**src/shared/gptuc_pkg.sv**
```systemverilog
// gptuc_pkg: register map, field positions and constants of the up-counting timer
package gptuc_pkg;
  // ==========================================================
  // register byte offsets
  localparam logic [7:0] OFS_TIMER_CONTROL = 8'h00;
  localparam logic [7:0] OFS_GLOBAL_CONTROL = 8'h04;
  localparam logic [7:0] OFS_COUNTER = 8'h08;
  localparam logic [7:0] OFS_PERIOD = 8'h0C;
  localparam logic [7:0] OFS_STATUS = 8'h10;
  localparam logic [7:0] OFS_COMPARE = 8'h14;
  // ==========================================================
  // timer control fields
  localparam int CTL_OWN_PERIOD = 0;
  localparam int CTL_CMP_EN = 1;
  localparam int CTL_RELOAD_LO = 2;
  localparam int CTL_CLKSRC_LO = 4;
  localparam int CTL_ENABLE = 6;
  localparam int CTL_OWN_ENABLE = 7;
  localparam int CTL_PRESC_LO = 8;
  localparam int CTL_MODE_LO = 11;
  localparam int CTL_SOFT = 14;
  localparam int CTL_FREE = 15;
  // ==========================================================
  // global control fields
  localparam int GCTL_POL_LO = 0;
  localparam int GCTL_CMP_OUT_EN = 6;
  localparam int GCTL_DIR = 13;
  localparam int GCTL_ADC_LO = 7;
  localparam logic [1:0] ADC_NONE = 2'h0;
  localparam logic [1:0] ADC_UNDERFLOW = 2'h1;
  localparam logic [1:0] ADC_PERIOD = 2'h2;
  localparam logic [15:0] GCTL_WRITE_MASK = 16'h01FF;
  // ==========================================================
  // codes and resets
  localparam logic [2:0] MODE_STOP = 3'h0;
  localparam logic [2:0] MODE_SINGLE_UP = 3'h1;
  localparam logic [2:0] MODE_CONT_UP = 3'h2;
  localparam logic [1:0] CLK_INTERNAL = 2'h0;
  localparam logic [1:0] POL_FORCED_LOW = 2'h0;
  localparam logic [1:0] POL_ACTIVE_LOW = 2'h1;
  localparam logic [1:0] POL_ACTIVE_HIGH = 2'h2;
  localparam logic [15:0] RST_TIMER_CONTROL = 16'h0000;
  localparam logic [15:0] RST_GLOBAL_CONTROL = 16'h0000;
  localparam logic [15:0] RST_COUNTER = 16'h0000;
  localparam logic [15:0] RST_PERIOD = 16'hFFFF;
  localparam logic [15:0] COUNT_ALL_ONES = 16'hFFFF;
  localparam int FLAG_DELAY_CYCLES = 2;
  localparam int STAT_PERIOD = 0;
  localparam int STAT_UNDERFLOW = 1;
  localparam int STAT_OVERFLOW = 2;
  localparam logic [1:0] AXI_OKAY = 2'h0;
  localparam logic [1:0] AXI_SLVERR = 2'h2;
  typedef enum logic [1:0] {GPTUC_W_IDLE, GPTUC_W_RESP} gptuc_wstate_t;
endpackage : gptuc_pkg

```
**src/design/gptuc_timer.sv**
```systemverilog
// gptuc_timer: 16-bit general-purpose timer, up-counting modes, AXI4-Lite registers
// Notes on behaviour
// - counting behaviour chosen by the mode field of the timer control register
// - enable bit 6 clear halts counting and clears the prescale counter to zero
// - counting begins right after enable is set, no start-up delay
// - stop/hold freezes counter, compare output and prescale counter
// - single up: count to period, next scaled clock clears counter and enable
// - period flag two clocks after match; adc start then if selected
// - underflow flag two clocks after counter becomes zero; adc start if selected
// - overflow flag two clocks after counter equals all ones
// - single up period from zero lasts period plus one scaled clocks
// - start above period: count to all ones, wrap, finish as from zero
// - start equal to period: period flag, clear, underflow flag, end at once
// - start below period: count to period, finish as if started there
// - up modes report direction bit as one, external direction pin ignored
// - continuous up: at period match clear and start anew, no lost clock
// - continuous up periods span period plus one scaled clocks
// - continuous up: start above period wraps through all ones to zero
// - continuous up: start equal period flags both events, continues from zero
// - mode field bits 11-13: 000 stop, 001 single up, 010 continuous up
// - clock source bits 4-5 (00 internal); prescale bits 8-10 (001 divide-by-two)
// - other control fields: own period, compare enable, reload, own enable, emulation
// - global control: two-bit compare polarity, bit 6 enables compare outputs
`timescale 1ns/1ps
module gptuc_timer
  import gptuc_pkg::*;
#(
  parameter int ADDR_W = 8
)(
  // clock and reset
  input wire logic mclk,
  input wire logic reset,
  // external inputs
  input wire logic external_clock,
  input wire logic external_direction_pin,
  // axi4-lite write
  input wire logic [ADDR_W-1:0] s_axi_awaddr,
  input wire logic s_axi_awvalid,
  output logic s_axi_awready,
  input wire logic [31:0] s_axi_wdata,
  input wire logic [3:0] s_axi_wstrb,
  input wire logic s_axi_wvalid,
  output logic s_axi_wready,
  output logic [1:0] s_axi_bresp,
  output logic s_axi_bvalid,
  input wire logic s_axi_bready,
  // axi4-lite read
  input wire logic [ADDR_W-1:0] s_axi_araddr,
  input wire logic s_axi_arvalid,
  output logic s_axi_arready,
  output logic [31:0] s_axi_rdata,
  output logic [1:0] s_axi_rresp,
  output logic s_axi_rvalid,
  input wire logic s_axi_rready,
  // timer outputs
  output logic compare_out,
  output logic adc_start
);
  import gptuc_pkg::*;

  // ==========================================================
  // helpers
  function automatic logic [15:0] merge16(input logic [15:0] old, input logic [31:0] d,
                                          input logic [3:0] strb);
    logic [15:0] r;
    r = old;
    if (strb[0]) r[7:0] = d[7:0];
    if (strb[1]) r[15:8] = d[15:8];
    return r;
  endfunction : merge16

  // ==========================================================
  // state
  logic [15:0] timer_control_reg, next_timer_control_reg;
  logic [15:0] global_timer_control_reg, next_global_timer_control_reg;
  logic [15:0] counter_value_reg, next_counter_value_reg;
  logic [15:0] period_reg, next_period_reg;
  logic [15:0] compare_reg, next_compare_reg;
  logic [6:0] presc_cnt, next_presc_cnt;
  logic ext_q, next_ext_q;
  logic [2:0] status, next_status;
  logic [2:0] ev_d1, ev_prev, next_ev_d1;
  logic end_q, next_end_q;
  logic cmp_level, next_cmp_level;
  logic adc_q, next_adc_q;
  gptuc_wstate_t wstate, next_wstate;
  logic aw_hold, next_aw_hold, w_hold, next_w_hold;
  logic [ADDR_W-1:0] aw_addr, next_aw_addr;
  logic [31:0] w_data, next_w_data;
  logic [3:0] w_strb, next_w_strb;
  logic [1:0] bresp_q, next_bresp_q;
  logic rvalid_q, next_rvalid_q;
  logic [31:0] rdata_q, next_rdata_q;
  logic [1:0] rresp_q, next_rresp_q;
  logic [6:0] presc_limit;
  logic tick, ext_rise, enabled, up_mode, do_write, do_read, live;
  logic [2:0] mode;
  logic [2:0] ev_now;

  // ==========================================================
  // clocking and scaled tick
  assign mode = timer_control_reg[CTL_MODE_LO +: 3];
  assign enabled = timer_control_reg[CTL_ENABLE];
  assign up_mode = (mode == MODE_SINGLE_UP) || (mode == MODE_CONT_UP);
  // divide ratio 2^n; bit 0 of 8-10 selects divide-by-two
  assign presc_limit = 7'((8'h01 << timer_control_reg[CTL_PRESC_LO +: 3]) - 8'h01);
  assign ext_rise = external_clock && !ext_q;
  // input clock edge: every mclk when internal, else external rising edge
  assign tick = enabled && up_mode && (presc_cnt == presc_limit) &&
                ((timer_control_reg[CTL_CLKSRC_LO +: 2] == CLK_INTERNAL) || ext_rise);
  assign do_write = (wstate == GPTUC_W_IDLE) && aw_hold && w_hold;
  assign do_read = s_axi_arvalid && !rvalid_q;
  // cycle after a single up end still live, else its final zero would go unflagged
  assign live = (enabled && up_mode) || end_q;
  // events seen by the current counter value
  assign ev_now[STAT_PERIOD] = live && (counter_value_reg == period_reg);
  assign ev_now[STAT_UNDERFLOW] = live && (counter_value_reg == 16'h0000);
  assign ev_now[STAT_OVERFLOW] = live && (counter_value_reg == COUNT_ALL_ONES);

  // ==========================================================
  // timer engine next state
  always_comb
  begin
    next_timer_control_reg = timer_control_reg;
    next_counter_value_reg = counter_value_reg;
    next_presc_cnt = presc_cnt;
    next_ext_q = external_clock;
    next_cmp_level = cmp_level;
    next_end_q = 1'b0;
    if (!enabled)
    begin
      next_presc_cnt = 7'h00;
    end
    else if (mode == MODE_STOP)
    begin
      next_presc_cnt = presc_cnt;
    end
    else if (up_mode && ((timer_control_reg[CTL_CLKSRC_LO +: 2] == CLK_INTERNAL) || ext_rise))
    begin
      next_presc_cnt = (presc_cnt == presc_limit) ? 7'h00 : 7'(presc_cnt + 7'h01);
    end
    if (tick)
    begin
      if (counter_value_reg == period_reg)
      begin
        next_counter_value_reg = 16'h0000;
        if (mode == MODE_SINGLE_UP)
        begin
          next_timer_control_reg[CTL_ENABLE] = 1'b0;
          next_end_q = 1'b1;
        end
      end
      else
      begin
        // wraps through all ones when above period; one step per tick
        next_counter_value_reg = 16'(counter_value_reg + 16'h0001);
      end
    end
    // compare output: set on compare match, cleared on period match
    if (timer_control_reg[CTL_CMP_EN] && enabled && up_mode)
    begin
      if (ev_now[STAT_PERIOD]) next_cmp_level = 1'b0;
      else if (counter_value_reg == compare_reg) next_cmp_level = 1'b1;
    end
    if (do_write && (aw_addr[7:0] == OFS_TIMER_CONTROL))
    begin
      next_timer_control_reg = merge16(timer_control_reg, w_data, w_strb);
    end
    if (do_write && (aw_addr[7:0] == OFS_COUNTER))
    begin
      next_counter_value_reg = merge16(counter_value_reg, w_data, w_strb);
    end
  end

  // ==========================================================
  // event pipeline, flags and adc start
  always_comb
  begin
    // rising edge only: a count held over prescaled cycles flags once
    next_ev_d1 = ev_now & ~ev_prev;
    next_status = status;
    if (do_write && (aw_addr[7:0] == OFS_STATUS))
    begin
      next_status = status & ~w_data[2:0];
    end
    // set wins over a clear in the same cycle; flag shows two edges after the event
    next_status = next_status | ev_d1;
    next_adc_q = 1'b0;
    case (global_timer_control_reg[GCTL_ADC_LO +: 2])
      ADC_PERIOD: next_adc_q = ev_d1[STAT_PERIOD];
      ADC_UNDERFLOW: next_adc_q = ev_d1[STAT_UNDERFLOW];
      default: next_adc_q = 1'b0;
    endcase
  end

  // ==========================================================
  // axi4-lite slave next state
  always_comb
  begin
    next_global_timer_control_reg = global_timer_control_reg;
    next_period_reg = period_reg;
    next_compare_reg = compare_reg;
    next_wstate = wstate;
    next_aw_hold = aw_hold;
    next_w_hold = w_hold;
    next_aw_addr = aw_addr;
    next_w_data = w_data;
    next_w_strb = w_strb;
    next_bresp_q = bresp_q;
    next_rvalid_q = rvalid_q;
    next_rdata_q = rdata_q;
    next_rresp_q = rresp_q;
    if (s_axi_awvalid && s_axi_awready)
    begin
      next_aw_hold = 1'b1;
      next_aw_addr = s_axi_awaddr;
    end
    if (s_axi_wvalid && s_axi_wready)
    begin
      next_w_hold = 1'b1;
      next_w_data = s_axi_wdata;
      next_w_strb = s_axi_wstrb;
    end
    case (wstate)
      GPTUC_W_IDLE:
      begin
        if (do_write)
        begin
          next_wstate = GPTUC_W_RESP;
          next_aw_hold = 1'b0;
          next_w_hold = 1'b0;
          next_bresp_q = AXI_OKAY;
          case (aw_addr[7:0])
            OFS_GLOBAL_CONTROL: next_global_timer_control_reg =
              (global_timer_control_reg & ~GCTL_WRITE_MASK) |
              (merge16(global_timer_control_reg, w_data, w_strb) & GCTL_WRITE_MASK);
            OFS_PERIOD: next_period_reg = merge16(period_reg, w_data, w_strb);
            OFS_TIMER_CONTROL, OFS_COUNTER, OFS_STATUS: next_bresp_q = AXI_OKAY;
            OFS_COMPARE: next_compare_reg = merge16(compare_reg, w_data, w_strb);
            default: next_bresp_q = AXI_SLVERR;
          endcase
        end
      end
      GPTUC_W_RESP:
      begin
        if (s_axi_bready) next_wstate = GPTUC_W_IDLE;
      end
      default: next_wstate = GPTUC_W_IDLE;
    endcase
    // direction bit always up in these modes, pin ignored
    next_global_timer_control_reg[GCTL_DIR] = 1'b1;
    if (rvalid_q && s_axi_rready) next_rvalid_q = 1'b0;
    if (do_read)
    begin
      next_rvalid_q = 1'b1;
      next_rresp_q = AXI_OKAY;
      next_rdata_q = 32'h0000_0000;
      case (s_axi_araddr[7:0])
        OFS_TIMER_CONTROL: next_rdata_q[15:0] = timer_control_reg;
        OFS_GLOBAL_CONTROL: next_rdata_q[15:0] = global_timer_control_reg;
        OFS_COUNTER: next_rdata_q[15:0] = counter_value_reg;
        OFS_PERIOD: next_rdata_q[15:0] = period_reg;
        OFS_STATUS: next_rdata_q[2:0] = status;
        OFS_COMPARE: next_rdata_q[15:0] = compare_reg;
        default: next_rresp_q = AXI_SLVERR;
      endcase
    end
  end

  // ==========================================================
  // registers
  always_ff @(posedge mclk)
  begin
    if (reset)
    begin
      timer_control_reg <= RST_TIMER_CONTROL;
      global_timer_control_reg <= RST_GLOBAL_CONTROL;
      counter_value_reg <= RST_COUNTER;
      period_reg <= RST_PERIOD;
      compare_reg <= RST_COUNTER;
      presc_cnt <= 7'h00;
      ext_q <= 1'b0;
      status <= 3'h0;
      ev_d1 <= 3'h0;
      ev_prev <= 3'h0;
      end_q <= 1'b0;
      cmp_level <= 1'b0;
      adc_q <= 1'b0;
      wstate <= GPTUC_W_IDLE;
      aw_hold <= 1'b0;
      w_hold <= 1'b0;
      aw_addr <= '0;
      w_data <= 32'h0000_0000;
      w_strb <= 4'h0;
      bresp_q <= AXI_OKAY;
      rvalid_q <= 1'b0;
      rdata_q <= 32'h0000_0000;
      rresp_q <= AXI_OKAY;
    end
    else
    begin
      timer_control_reg <= next_timer_control_reg;
      global_timer_control_reg <= next_global_timer_control_reg;
      counter_value_reg <= next_counter_value_reg;
      period_reg <= next_period_reg;
      compare_reg <= next_compare_reg;
      presc_cnt <= next_presc_cnt;
      ext_q <= next_ext_q;
      status <= next_status;
      ev_d1 <= next_ev_d1;
      ev_prev <= ev_now;
      end_q <= next_end_q;
      cmp_level <= next_cmp_level;
      adc_q <= next_adc_q;
      wstate <= next_wstate;
      aw_hold <= next_aw_hold;
      w_hold <= next_w_hold;
      aw_addr <= next_aw_addr;
      w_data <= next_w_data;
      w_strb <= next_w_strb;
      bresp_q <= next_bresp_q;
      rvalid_q <= next_rvalid_q;
      rdata_q <= next_rdata_q;
      rresp_q <= next_rresp_q;
    end
  end

  // ==========================================================
  // outputs
  assign s_axi_awready = !aw_hold && (wstate == GPTUC_W_IDLE);
  assign s_axi_wready = !w_hold && (wstate == GPTUC_W_IDLE);
  assign s_axi_bvalid = (wstate == GPTUC_W_RESP);
  assign s_axi_bresp = bresp_q;
  assign s_axi_arready = !rvalid_q;
  assign s_axi_rvalid = rvalid_q;
  assign s_axi_rdata = rdata_q;
  assign s_axi_rresp = rresp_q;
  assign adc_start = adc_q;
  always_comb
  begin
    compare_out = 1'b0;
    if (global_timer_control_reg[GCTL_CMP_OUT_EN])
    begin
      case (global_timer_control_reg[GCTL_POL_LO +: 2])
        POL_ACTIVE_LOW: compare_out = !cmp_level;
        POL_ACTIVE_HIGH: compare_out = cmp_level;
        POL_FORCED_LOW: compare_out = 1'b0;
        default: compare_out = 1'b1;
      endcase
    end
  end

  // ==========================================================
  // checks
  AST_PERIOD_FLAG: assert property (@(posedge mclk) disable iff (reset)
    $rose(ev_now[STAT_PERIOD]) |-> ##2 status[STAT_PERIOD])
    else $error("period flag not set two clocks after match");
  AST_UNDER_FLAG: assert property (@(posedge mclk) disable iff (reset)
    $rose(ev_now[STAT_UNDERFLOW]) |-> ##2 status[STAT_UNDERFLOW])
    else $error("underflow flag late");
  AST_OVER_FLAG: assert property (@(posedge mclk) disable iff (reset)
    $rose(ev_now[STAT_OVERFLOW]) |-> ##2 status[STAT_OVERFLOW])
    else $error("overflow flag late");
  AST_SINGLE_END: assert property (@(posedge mclk) disable iff (reset)
    (tick && mode == MODE_SINGLE_UP && counter_value_reg == period_reg && !do_write)
    |=> (counter_value_reg == 16'h0000 && !enabled))
    else $error("single up did not end");
  AST_CONT_WRAP: assert property (@(posedge mclk) disable iff (reset)
    (tick && mode == MODE_CONT_UP && counter_value_reg == period_reg && !do_write)
    |=> (counter_value_reg == 16'h0000 && enabled))
    else $error("continuous up did not restart");
  AST_STOP_HOLD: assert property (@(posedge mclk) disable iff (reset)
    (mode == MODE_STOP && enabled && !do_write) |=> $stable(counter_value_reg) && $stable(presc_cnt))
    else $error("stop mode changed state");
  AST_DISABLE_PRESC: assert property (@(posedge mclk) disable iff (reset)
    !enabled |=> presc_cnt == 7'h00)
    else $error("prescaler not reset");
  AST_STEP: assert property (@(posedge mclk) disable iff (reset)
    (tick && counter_value_reg != period_reg && !do_write)
    |=> counter_value_reg == 16'($past(counter_value_reg) + 16'h0001))
    else $error("counter step wrong");
  AST_DIR_UP: assert property (@(posedge mclk) disable iff (reset)
    up_mode |-> global_timer_control_reg[GCTL_DIR])
    else $error("direction bit not up");
  COV_SINGLE: cover property (@(posedge mclk) tick && mode == MODE_SINGLE_UP);
  COV_CONT: cover property (@(posedge mclk) tick && mode == MODE_CONT_UP);
  COV_ADC: cover property (@(posedge mclk) adc_q);
endmodule : gptuc_timer

```
**config.mk**
```make
export PLATFORM = sky130hd
export DESIGN_NAME = gptuc_timer
export DESIGN_NICKNAME = d
export VERILOG_FILES = /design/src/shared/gptuc_pkg.sv /design/src/design/gptuc_timer.sv
export SDC_FILE = /design/constraint.sdc
export NUM_CORES = 1
export LEC_CHECK = 0
export BUFFER_PORTS_ARGS = -buffer_cell sky130_fd_sc_hd__buf_2
export CAP_MARGIN = 0
export CORE_MARGIN = 5
export CORE_UTILIZATION = 55
export DETAILED_ROUTE_END_ITERATION = 12
export PLACE_DENSITY = 0.77
export SLEW_MARGIN = 20
export SYNTH_ARGS = -nofsm -noshare
export SYNTH_HDL_FRONTEND = slang
export SYNTH_SLANG_ARGS = --single-unit
```
**constraint.sdc**
```tcl
create_clock -name mclk -period 2.9 [get_ports mclk]
set_clock_uncertainty 0.1 [all_clocks]
set_input_delay 0.29 -clock mclk [delete_from_list [all_inputs] [get_ports mclk]]
set_output_delay 0.29 -clock mclk [all_outputs]
set_load 0.03 [all_outputs]
```
==> metrics.md, run 1 <==
| Metric | Value |
|---|---|
| Run status | finished clean |
| Classification of the worst setup path | flip-flop to flip-flop |
| Critical Path RT | 3.09 ns |
| Sequential share of power | 44.0% |
| Synth async-reset ratio | 0% |
| Vias in the first global route | 5973 |
| Combinational power share | 7.4% |
| Final ANT Viol Nets | 0 |
| Max-cap violations | 0 |
| Setup tns final | 0 ns |
| Netlist cell types | 66 |
| P per Cell Area | 560.2 nW/um^2 |
| Met1 global-route usage | 35.81% |
| Achievable frequency | 369.5 MHz |
| Grt peak-use layer | met2 |
| Post-Syn Area | 7079 um^2 |
| CP max FO | 6 |
| CTS HTree Levels | 4 |
| Num CTS Buffers | 17 |
| Die area | 15240 um^2 |
| Root Buffer | clkbuf_16 |
| Clk sinks | 142 |
| CTS resizes | 0 |
| Max-slew headroom | 26.61% |
| Slack of the critical path | 0.1940 ns |
| GRT Total Usage | 27.38% |
| Nets | 1002 |
| Initial core utilization | 56.10% |
| Leakage power | 0.003124 uW |
| RD Place Congestion | 0.9539 |
| Commonest non-fill, non-tap cell in the layout | nand2_1 |
| Main synth FF type | dfxtp_1 |
| Setup violations, final | 0 |
| Min cycle time layout | 2.706 ns |
| Final Cycle Share | 93.31% |
| CTS tree | built |
| Final wirelength | 20030 um |
| Reg-to-Reg Start | aw_addr[1] |
| Core area | 12620 um^2 |
| Wire per inst | 17.88 um |
| 1st-pass router iterations | 5 |
| #FFs+latches synth | 142 |
| Overflow after GRT | 0 |
| Class of the tightest hold or removal check | input pin to flip-flop |
| Clock power share | 48.6% |
| Overall power | 4667 uW |
| Antenna diodes | 0 |
| Switch share | 25.34% |
| Ports | 104 |
| Met2 Use GR | 44.14% |
| GR Layer Usage met3 | 5.215% |
| Place WS | 0.2325 ns |
| Switching Power | 1183 uW |
| Area Overhead vs Synth | 17.69% |
| Layout cells sized above 1 | 15.72% |
| YS warnings | 0 |
| Initial antenna violation count | 0 |
| First-pass GRT wire length | 32180 um |
| HP Start | s_axi_wdata[0] |
| Post-synthesis average cell area | 8.184 um^2 |
| CTS clk-pin slew, worst paths | 0.07 ns |
| Clk_lat worst skew | 0.43 ns |
| Synthesized instance count | 865 |
| CP endpoint kind | flip-flop |
| Final Hold Viols | 0 |
| CP arrival | 2.90 ns |
| Vias post-DR | 6502 |
| P_int | 3484 uW |
| Post-CTS Setup Bufs | 0 |
| PortBufs | 66 |
| Die width | 123.5 um |
| Post-synth EDFFs | 0 |
| Max IR drop VDD | 411.8 uV |
| Setup crit start kind | flip-flop |
| Floorplan row count | 41 |
| RSZ-0062 raised after global routing | no |
| Hold_buf cts | 22 |
| Max Transition Viols Final | 0 |
| Setup crit start | aw_addr[1] |
| Pin count of the biggest net entering global routing | 47 |
| Hpwl dp | 13980 um |
| Initial detailed-routing violation count | 663 |
| Sequential fraction of the synthesis area | 40.16% |
| Vias per cell | 5.805 |
| Chip height | 123.5 um |
| CTS max path bufs | 2 |
| DRC Markers | 0 |
| Worst-Margin Slew | 1.097 ns |
| Most frequent cells in the layout | nand2_1 (158), dfxtp_1 (142), a21oi_1 (81) |
-- power groups by stage --
| stage | Clock (uW) | Sequential, uW | Combinational, uW |
|---|---|---|---|
| final | 2270 | 2050 | 348 |
| after global routing | 2370 | 2060 | 378 |
| after CTS | 2280 | 2050 | 343 |
| after detailed placement | 0 | 2090 | 319 |
| after global placement | 0 | 2090 | 316 |
| after floorplan | 0 | 2090 | 222 |
-- synth_stat cells, types with 7 or more instances --
master | n | area [um^2]
a211oi_1 | 10 | 75.07
a21oi_1 | 81 | 405.4
a221oi_1 | 13 | 113.9
a22oi_1 | 14 | 105.1
and2_1 | 8 | 50.05
and3_1 | 7 | 43.79
buf_4 | 19 | 142.6
clkbuf_1 | 49 | 183.9
dfxtp_1 | 142 | 2843
inv_1 | 22 | 82.58
mux2i_1 | 40 | 400.4
nand2_1 | 158 | 593.1
nand3_1 | 10 | 50.05
nand4_1 | 15 | 93.84
nor2_1 | 66 | 247.7
nor2b_1 | 10 | 62.56
nor3_1 | 17 | 85.08
nor4_1 | 9 | 56.30
o21ai_0 | 24 | 120.1
o32ai_1 | 7 | 61.31
xnor2_1 | 42 | 367.9
xor2_1 | 7 | 61.31
-- critical path, stage by stage, from the launching register on --
cell	delay, ns
dfxtp_1	0.32
or4_4	0.57
or4_1	0.56
buf_4	0.22
nor4b_1	0.28
a41oi_1	0.13
a221oi_1	0.30
a211oi_1	0.09
-- kinds of logic after synthesis --
| group | Yosys count | share of synthesized area, % |
|---|---|---|
| and+or+nand+nor | 336 | 22.43 |
| xor gates and xnor gates | 49 | 6.062 |
| DFF | 142 | 40.16 |
| muxes | 48 | 7.246 |
| buffers and inverters | 103 | 6.804 |
| AOI/OAI and AO/OA | 180 | 16.19 |
| adders and majority gates | 6 | 1.060 |
| other | 1 | 0.05297 |
-- layer usage --
metal,wire [um],share of wire (%),vias up
met1,8387,42,3012
met3,1639,8.2,61
met5,0,0,-
li1,-,-,3124
met4,681,3.4,0
met2,9322,47,305
-- through the flow --
stage | cell area [um^2] | hold slack, ns | util [%] | cells
after global routing | 8332 | 0.007721 | 66.02 | 1120
after CTS | 8332 | 0.001250 | 66.02 | 1120
final | 8332 | 0.007093 | 66.02 | 1120
after global placement | 7500 | 0.2763 | 59.43 | 1066
after floorplan | 7143 | 0.2674 | - | 882
after detailed placement | 7500 | 0.2805 | 59.43 | 1066
-- layout make-up --
| class | count | area [um^2] |
|---|---|---|
| well taps | 172 | 215.2 |
| repair buffers | 114 | 748.2 |
| flip-flops and latches | 142 | 2843 |
| clock buffers | 18 | 429.2 |
| clock inverters | 14 | 182.7 |
| fillers | 1081 | 4288 |
| inverters | 23 | 86.33 |
| multi-input cells | 637 | 3827 |
-- path summary, 6_finish.rpt --
path	end	slack, ns	cells after the start
min reg2reg	ev_d1[0]	0.28	1
max reg2reg	counter_value_reg[1]	0.19	7
max	counter_value_reg[1]	0.19	7
min	w_data[0]	0.007	3
Power figures use the tool's default switching activity.
==> inputs of run 2 (changes only) <==
- ABC_AREA: not set -> 1
- CTS_BUF_LIST: not set -> sky130_fd_sc_hd__clkbuf_16
==> run 2 against run 1 <==
Net effect: area after synthesis increased by 5.6%; final cell count increased by 20%; routed wire length increased by 7.4%; critical path type unchanged; first-iteration DRC count increased by 20%; worst setup slack improved by 0.083 ns; worst hold slack improved by 0.0058 ns; highest routed layer unchanged; largest power group unchanged.
==> metrics.md, run 2 <==
| Metric | Value |
|---|---|
| CTS HTree Levels | 4 (unchanged) |
| Synth cell count leaders | nand2_1 (253), dfxtp_1 (142), nor2_1 (138) (was nand2_1 (158), dfxtp_1 (142), a21oi_1 (81)) |
| Most used cell, CP | nand2_1 |
| Post-synthesis average cell area | 6.842 um^2 (was 8.184 um^2) |
| Root Buffer | clkbuf_16 (unchanged) |
| Overflow after GRT | 0 (unchanged) |
| Achievable frequency | 381.3 MHz (was 369.5 MHz) |
| Setup tns final | 0 ns (unchanged) |
| Num CTS Buffers | 17 (unchanged) |
| Area of the multi-input gates | 3826 um^2 (was 3827 um^2) |
| #FFs+latches synth | 142 (unchanged) |
| Register Area | 2843 um^2 (unchanged) |
| DP Cell Count | 1307 (was 1066) |
| Main synth FF type | dfxtp_1 (unchanged) |
| Final ANT Viol Nets | 0 (unchanged) |
| Die width | 126.6 um (was 123.5 um) |
| Ports | 104 (unchanged) |
| CP cell instances | nor2_2, nand2_1, ha_1, inv_1, nand2_1, nand2_1, nand2_1, nand2_1, nand3_1, nor2_1, nand3_2, nand2_4, inv_1, nor2_1, nor2_1 (was or4_4, or4_1, buf_4, nor4b_1, a41oi_1, a221oi_1, a211oi_1) |
| Max-cap violations | 0 (unchanged) |
| CP max stage cell | dfxtp_1 (was or4_4) |
| First-pass GRT wire length | 34070 um (was 32180 um) |
| Worst-Margin Slew | 0.8445 ns (was 1.097 ns) |
| Post-synth top area cell | dfxtp_1 (unchanged) |
| Post-Layout Cell Count | 1340 (was 1120) |
| Post-CTS Setup Bufs | 0 (unchanged) |
| WHS | 0.01291 ns (was 0.007093 ns) |
| Area contributors post-synth | dfxtp_1 (38%), nand2_1 (13%), nor2_1 (6.9%) (was dfxtp_1 (40%), nand2_1 (8.4%), a21oi_1 (5.7%)) |
| Initial core utilization | 56.25% (was 56.10%) |
| Hpwl dp | 15590 um (was 13980 um) |
| CTS max path bufs | 2 (unchanged) |
| Vias per cell | 5.513 (was 5.805) |
| Setup crit start kind | flip-flop (unchanged) |
| Most frequent cells in the layout | nand2_1 (253), dfxtp_1 (142), nor2_1 (138) (was nand2_1 (158), dfxtp_1 (142), a21oi_1 (81)) |
| Sequential fraction of the synthesis area | 38.01% (was 40.16%) |
| Setup violations, final | 0 (unchanged) |
| Final Hold Viols | 0 (unchanged) |
| YS warnings | 0 (unchanged) |
| Max IR drop VDD | 382.4 uV (was 411.8 uV) |
| CP max FO | 11 (was 6) |
| CTS tree | built (unchanged) |
| Final wirelength | 21520 um (was 20030 um) |
| 1st-pass router iterations | 5 (unchanged) |
| Top cell type's share of synthesized area | 38.01% (was 40.16%) |
| Run status | finished clean (unchanged) |
| CTS clk-pin slew, worst paths | 0.06 ns (was 0.07 ns) |
| Worst path max stage delay | 0.38 ns (was 0.57 ns) |
| Initial antenna violation count | 0 (unchanged) |
| Final Util | 63.82% (was 66.02%) |
| Max-slew headroom | 43.49% (was 26.61%) |
| Classification of the worst setup path | flip-flop to flip-flop (unchanged) |
| Initial detailed-routing violation count | 795 (was 663) |
| Synth async-reset ratio | 0% (unchanged) |
| Critical Path RT | 3.12 ns (was 3.09 ns) |
| RD Place Congestion | 0.9231 (was 0.9539) |
| Fillcell total | 1245 (was 1081) |
| Min cycle time layout | 2.623 ns (was 2.706 ns) |
| Wire per inst | 16.06 um (was 17.88 um) |
| CP endpoint kind | flip-flop (unchanged) |
| Final Cycle Share | 90.44% (was 93.31%) |
| GRT Total Usage | 26.50% (was 27.38%) |
| Cell with the most instances after synthesis | nand2_1 (unchanged) |
| Chip height | 126.6 um (was 123.5 um) |
| CP arrival | 2.84 ns (was 2.90 ns) |
| Commonest non-fill, non-tap cell in the layout | nand2_1 (unchanged) |
| Class of the tightest hold or removal check | input pin to flip-flop (unchanged) |
| Netlist cell types | 47 (was 66) |
| Clk_lat worst skew | 0.43 ns (about the same) |
| DRC Markers | 0 (unchanged) |
| PortBufs | 66 (unchanged) |
| Antenna diodes | 0 (unchanged) |
| Synthesized instance count | 1093 (was 865) |
| Top delay family on crit path | simple AND/OR/NAND/NOR gates (unchanged) |
| Nets | 1218 (was 1002) |
| RSZ-0062 raised after global routing | no (unchanged) |
| Area Overhead vs Synth | 13.45% (was 17.69%) |
| Leakage power | 0.003789 uW (was 0.003124 uW) |
| Max Transition Viols Final | 0 (unchanged) |
| Core area | 13300 um^2 (was 12620 um^2) |
| WP buf/inv | 2 (was 1) |
| Pin count of the biggest net entering global routing | 44 (was 47) |
| Vias in the first global route | 6714 (was 5973) |
| Post-Syn Area | 7478 um^2 (was 7079 um^2) |
| Clk sinks | 142 (unchanged) |
| Post-synth EDFFs | 0 (unchanged) |
| P per Cell Area | 571.3 nW/um^2 (was 560.2 nW/um^2) |
| Die area | 16030 um^2 (was 15240 um^2) |
| Vias post-DR | 7387 (was 6502) |
| Floorplan row count | 42 (was 41) |
| Layout cells sized above 1 | 12.29% (was 15.72%) |
==> run 2: cell types whose count changed after synthesis, moves of 10 or more <==
cell	previous run	this run
inv_1	22	123
nand2_1	158	253
nor2_1	66	138
o21ai_0	24	90
mux2i_1	40	0
nand3_1	10	49
clkbuf_1	49	16
xnor2_1	42	12
a22oi_1	14	0
a221oi_1	13	0
a21oi_1	81	69
o211ai_1	5	16
nand4_1	15	25
nor2b_1	10	0
==> run 2: worst paths after layout <==
path                        startpoint                    to  slack [ns]  depth (start not counted)
hold reg to reg             ev_prev[1]              ev_d1[1]        0.29                          1
setup reg to reg  timer_control_reg[9]  counter_value_reg[5]        0.28                         15
setup / recovery  timer_control_reg[9]  counter_value_reg[5]        0.28                         15
hold / removal         s_axi_awaddr[5]            aw_addr[5]        0.01                          3
==> run 2: area by class of cell <==
| type | instances | share of cell area (%) |
|---|---|---|
| repair buffers | 82 | 5.338 |
| clock inverters | 15 | 2.669 |
| clock buffers | 17 | 5.014 |
| well taps | 176 | 2.595 |
| flip-flops and latches | 142 | 33.51 |
| inverters | 130 | 5.781 |
| multi-input cells | 778 | 45.10 |
==> run 2: what timing repair did <==
action / in CTS / in global routing
hold buffers: 1 / 0
resized for setup: 0 / 0
hold endpoints to repair: 1 / 0
==> run 2: cells by family (layout without fill, tap and decap cells) <==
family,Yosys count,in the layout,synth area share (%)
AND/OR/NAND/NOR,524,524,30.99
adder cells (fa/ha/maj),6,6,1.004
XOR/XNOR,23,23,2.694
buffers and inverters,190,244,11.68
AO/OA/AOI/OAI,207,207,15.58
other,1,18,0.05014
flip-flops,142,142,38.01
==> run 2: per-stage QoR <==
| step | area [um^2] | power, uW | setup slack (ns) |
|---|---|---|---|
| after detailed placement | 7823 | 2454 | 0.3509 |
| final | 8484 | 4847 | 0.2771 |
| after CTS | 8484 | 4852 | 0.3172 |
| after global placement | 7823 | 2446 | 0.4031 |
| after floorplan | 7542 | 2357 | 0.8422 |
| after global routing | 8484 | 4990 | 0.01734 |
==> run 2: report_power, final <==
group          internal (uW)  switching (uW)
clock network           1590             834
registers               2010            44.1
logic                   99.3             269
==> run 2: metal layers <==
layer,up-vias,track usage [%],share of wire (%)
li1,3655,-,-
met1,3323,35.66,44
met2,364,40.41,43
met3,45,7.776,10
met4,0,9.716,2.8
met5,-,0,0
==> run 2: worst min-delay path: stages <==
cell and delay [ns]:
buf_2 0.07, o21ai_0 0.07, nor2_1 0.08
==> inputs of run 3 (changes only) <==
- CORE_UTILIZATION: 55 -> 40
- GPL_TIMING_DRIVEN: not set -> 0
- PLACE_DENSITY: 0.77 -> not set
==> run 3 against run 2 <==
Net effect: sequential power is essentially flat; routed wire length grew 14%; clock power shrank 9.9%; cell area grew 3.2%; critical path type unchanged; largest cell class unchanged; clock-buffer cell count is the same; core utilization shrank 17 points; power shrank 3.9%; combinational power grew 14%.
==> metrics.md, run 3 (same netlist as run 2, synthesis figures left out) <==
| Metric | Value |
|---|---|
| Run status | finished clean (unchanged) |
| CP cell instances | buf_6, nor2_2, nand2_1, ha_1, inv_1, nand2_1, nand2_1, nand2_1, nand2_1, nand3_1, nor2_1, nand3_2, buf_6, nand2_8, nand2_1, nor2_1, nor2_1 (was nor2_2, nand2_1, ha_1, inv_1, nand2_1, nand2_1, nand2_1, nand2_1, nand3_1, nor2_1, nand3_2, nand2_4, inv_1, nor2_1, nor2_1) |
| Final Hold Viols | 0 (unchanged) |
| Die width | 146.7 um (was 126.6 um) |
| Chip height | 146.7 um (was 126.6 um) |
| Wire per inst | 17.05 um (was 16.06 um) |
| Final wirelength | 24610 um (was 21520 um) |
| Most used cell, CP | nand2_1 (unchanged) |
| Clk_lat worst skew | 0.43 ns (about the same) |
| Crit path to | counter_value_reg[12] (was counter_value_reg[5]) |
| CTS clk-pin slew, worst paths | 0.06 ns (about the same) |
| GRT Total Usage | 22.69% (was 26.50%) |
| Root Buffer | clkbuf_16 (unchanged) |
| Register Area | 2843 um^2 (unchanged) |
| RD Place Congestion | 0.9424 (was 0.9231) |
| GR Layer Usage met3 | 7.187% (was 7.776%) |
| CP endpoint kind | flip-flop (unchanged) |
| Top delay family on crit path | simple AND/OR/NAND/NOR gates (unchanged) |
| Reg2reg setup slack | 0.27 ns (was 0.28 ns) |
| Worst-Margin Slew | 0.9588 ns (was 0.8445 ns) |
| Worst path max stage delay | 0.32 ns (was 0.38 ns) |
| Initial core utilization | 40.25% (was 56.25%) |
| WHS | 0.009551 ns (was 0.01291 ns) |
| Area Overhead vs Synth | 17.12% (was 13.45%) |
| Num CTS Buffers | 17 (unchanged) |
| Min cycle time layout | 2.630 ns (was 2.623 ns) |
| Reg-to-Reg Start | timer_control_reg[9] (unchanged) |
| CTS HTree Levels | 4 (unchanged) |
| Initial detailed-routing violation count | 765 (was 795) |
| Setup violations, final | 0 (unchanged) |
| Max IR drop VDD | 403.3 uV (was 382.4 uV) |
| Critical Path RT | 3.12 ns (about the same) |
| CP Depth | 17 (was 15) |
| Met1 global-route usage | 31.19% (was 35.66%) |
| CTS tree | built (unchanged) |
| Floorplan row count | 50 (was 42) |
| RSZ-0062 raised after global routing | no (unchanged) |
| 1st-pass router iterations | 6 (was 5) |
| Classification of the worst setup path | flip-flop to flip-flop (unchanged) |
| Die area | 21530 um^2 (was 16030 um^2) |
| Grt peak-use layer | met2 (unchanged) |
| Setup crit start | timer_control_reg[9] (unchanged) |
| Setup crit start kind | flip-flop (unchanged) |
| Setup tns final | 0 ns (unchanged) |
| R2R Path End | counter_value_reg[12] (was counter_value_reg[5]) |
| Overall power | 4657 uW (was 4847 uW) |
| Antenna diodes | 0 (unchanged) |
| Core area | 18580 um^2 (was 13300 um^2) |
| First-pass GRT wire length | 37890 um (was 34070 um) |
| Cells on worst reg2reg path | 17 (was 15) |
| Clk sinks | 142 (unchanged) |
| DRC Markers | 0 (unchanged) |
| Fillcell total | 1930 (was 1245) |
| Commonest non-fill, non-tap cell in the layout | nand2_1 (unchanged) |
| Leakage power | 0.003916 uW (was 0.003789 uW) |
| Layout cells sized above 1 | 13.90% (was 12.29%) |
| Class of the tightest hold or removal check | input pin to flip-flop (unchanged) |
| Hpwl dp | 18980 um (was 15590 um) |
| WP buf/inv | 3 (was 2) |
| CP max FO | 10 (was 11) |
| CTS resizes | 0 (unchanged) |
| Vias in the first global route | 6636 (was 6714) |
| Max-slew headroom | 35.54% (was 43.49%) |
| CTS max path bufs | 2 (unchanged) |
| CP max stage cell | nor2_1 (was dfxtp_1) |
| Met2 Use GR | 34.06% (was 40.41%) |
| Vias post-DR | 7407 (was 7387) |
| Max-cap violations | 0 (unchanged) |
| Vias per cell | 5.133 (was 5.513) |
| PortBufs | 66 (unchanged) |
| Ports | 104 (unchanged) |
| P per Cell Area | 531.7 nW/um^2 (was 571.3 nW/um^2) |
| Initial antenna violation count | 0 (unchanged) |
| Final Cycle Share | 90.69% (was 90.44%) |
| Achievable frequency | 380.2 MHz (was 381.3 MHz) |
| Max Transition Viols Final | 0 (unchanged) |
| Overflow after GRT | 0 (unchanged) |
| Nets | 1263 (was 1218) |
| Pin count of the biggest net entering global routing | 17 (was 44) |
| Final ANT Viol Nets | 0 (unchanged) |
| Area of the multi-input gates | 3826 um^2 (unchanged) |
| Most frequent cells in the layout | nand2_1 (253), dfxtp_1 (142), nor2_1 (138) (unchanged) |
| CP arrival | 2.85 ns (was 2.84 ns) |
==> run 3: cell types whose count changed in the layout (fill, tap and decap cells not counted), moves of 3 or more <==
cell and delta:
clkinvlp_4 +3, bufinv_16 -3, buf_2 +10, buf_4 +10, buf_6 +4, inv_1 +3, clkbuf_1 +16
==> run 3: per-stage QoR <==
step                cells  utilization [%]  worst slack [ns]  cell area (um^2)
detailed placement   1410            43.95            0.3558              8165
CTS                  1443            47.14            0.3310              8758
global placement     1410            43.95            0.3356              8165
finish               1443            47.14            0.2699              8758
global route         1443            47.14           0.01730              8758
floorplan            1110                -            0.8422              7542
==> run 3: cell type report <==
cell class                      instances  area share [%]
Clock inverter                         15           1.800
Inverter                              130           5.600
Buffer                                 60           4.371
Multi-Input combinational cell        778           43.69
Tap cell                              234           3.343
Clock buffer                           17           4.857
Sequential cell                       142           32.46
Timing Repair Buffer                   67           3.886
==> run 3: per-layer routing <==
metal	vias to the layer above	routed length [um]	part of all wire [%]
li1	3729	-	-
met1	3323	11010	45
met2	316	10610	43
met3	39	2430	9.9
met4	0	556	2.3
met5	-	0	0
==> run 3: what timing repair did <==
| action | CTS | global route |
|---|---|---|
| buffers inserted | 0 | 0 |
| endpoints found under the hold margin | 1 | 0 |
| hold buffers | 1 | 0 |
==> run 3: where the power goes <==
group	leakage, uW	switching (uW)	internal [uW]
sequential	0.00115	47.2	2010
combinational	0.00247	299	120
clock	0.000289	854	1330
==> run 3: worst min path at each step <==
stage,cells after the start,slack (ns),to,from
floorplan,1,0.27,ev_d1[1],ev_prev[1]
global placement,1,0.27,ev_d1[1],ev_prev[1]
detailed placement,1,0.28,ev_d1[1],ev_prev[1]
CTS,3,0.00009,aw_addr[1],s_axi_awaddr[1]
global route,3,0.02,aw_addr[5],s_axi_awaddr[5]
finish,3,0.01,aw_addr[1],s_axi_awaddr[1]
==> run 3: worst min-delay path, delay by kind of cell <==
family,cells,cell delay [ns]
buffers and inverters,1,0.07
AND/OR/NAND/NOR,1,0.07
AO/OA/AOI/OAI,1,0.07
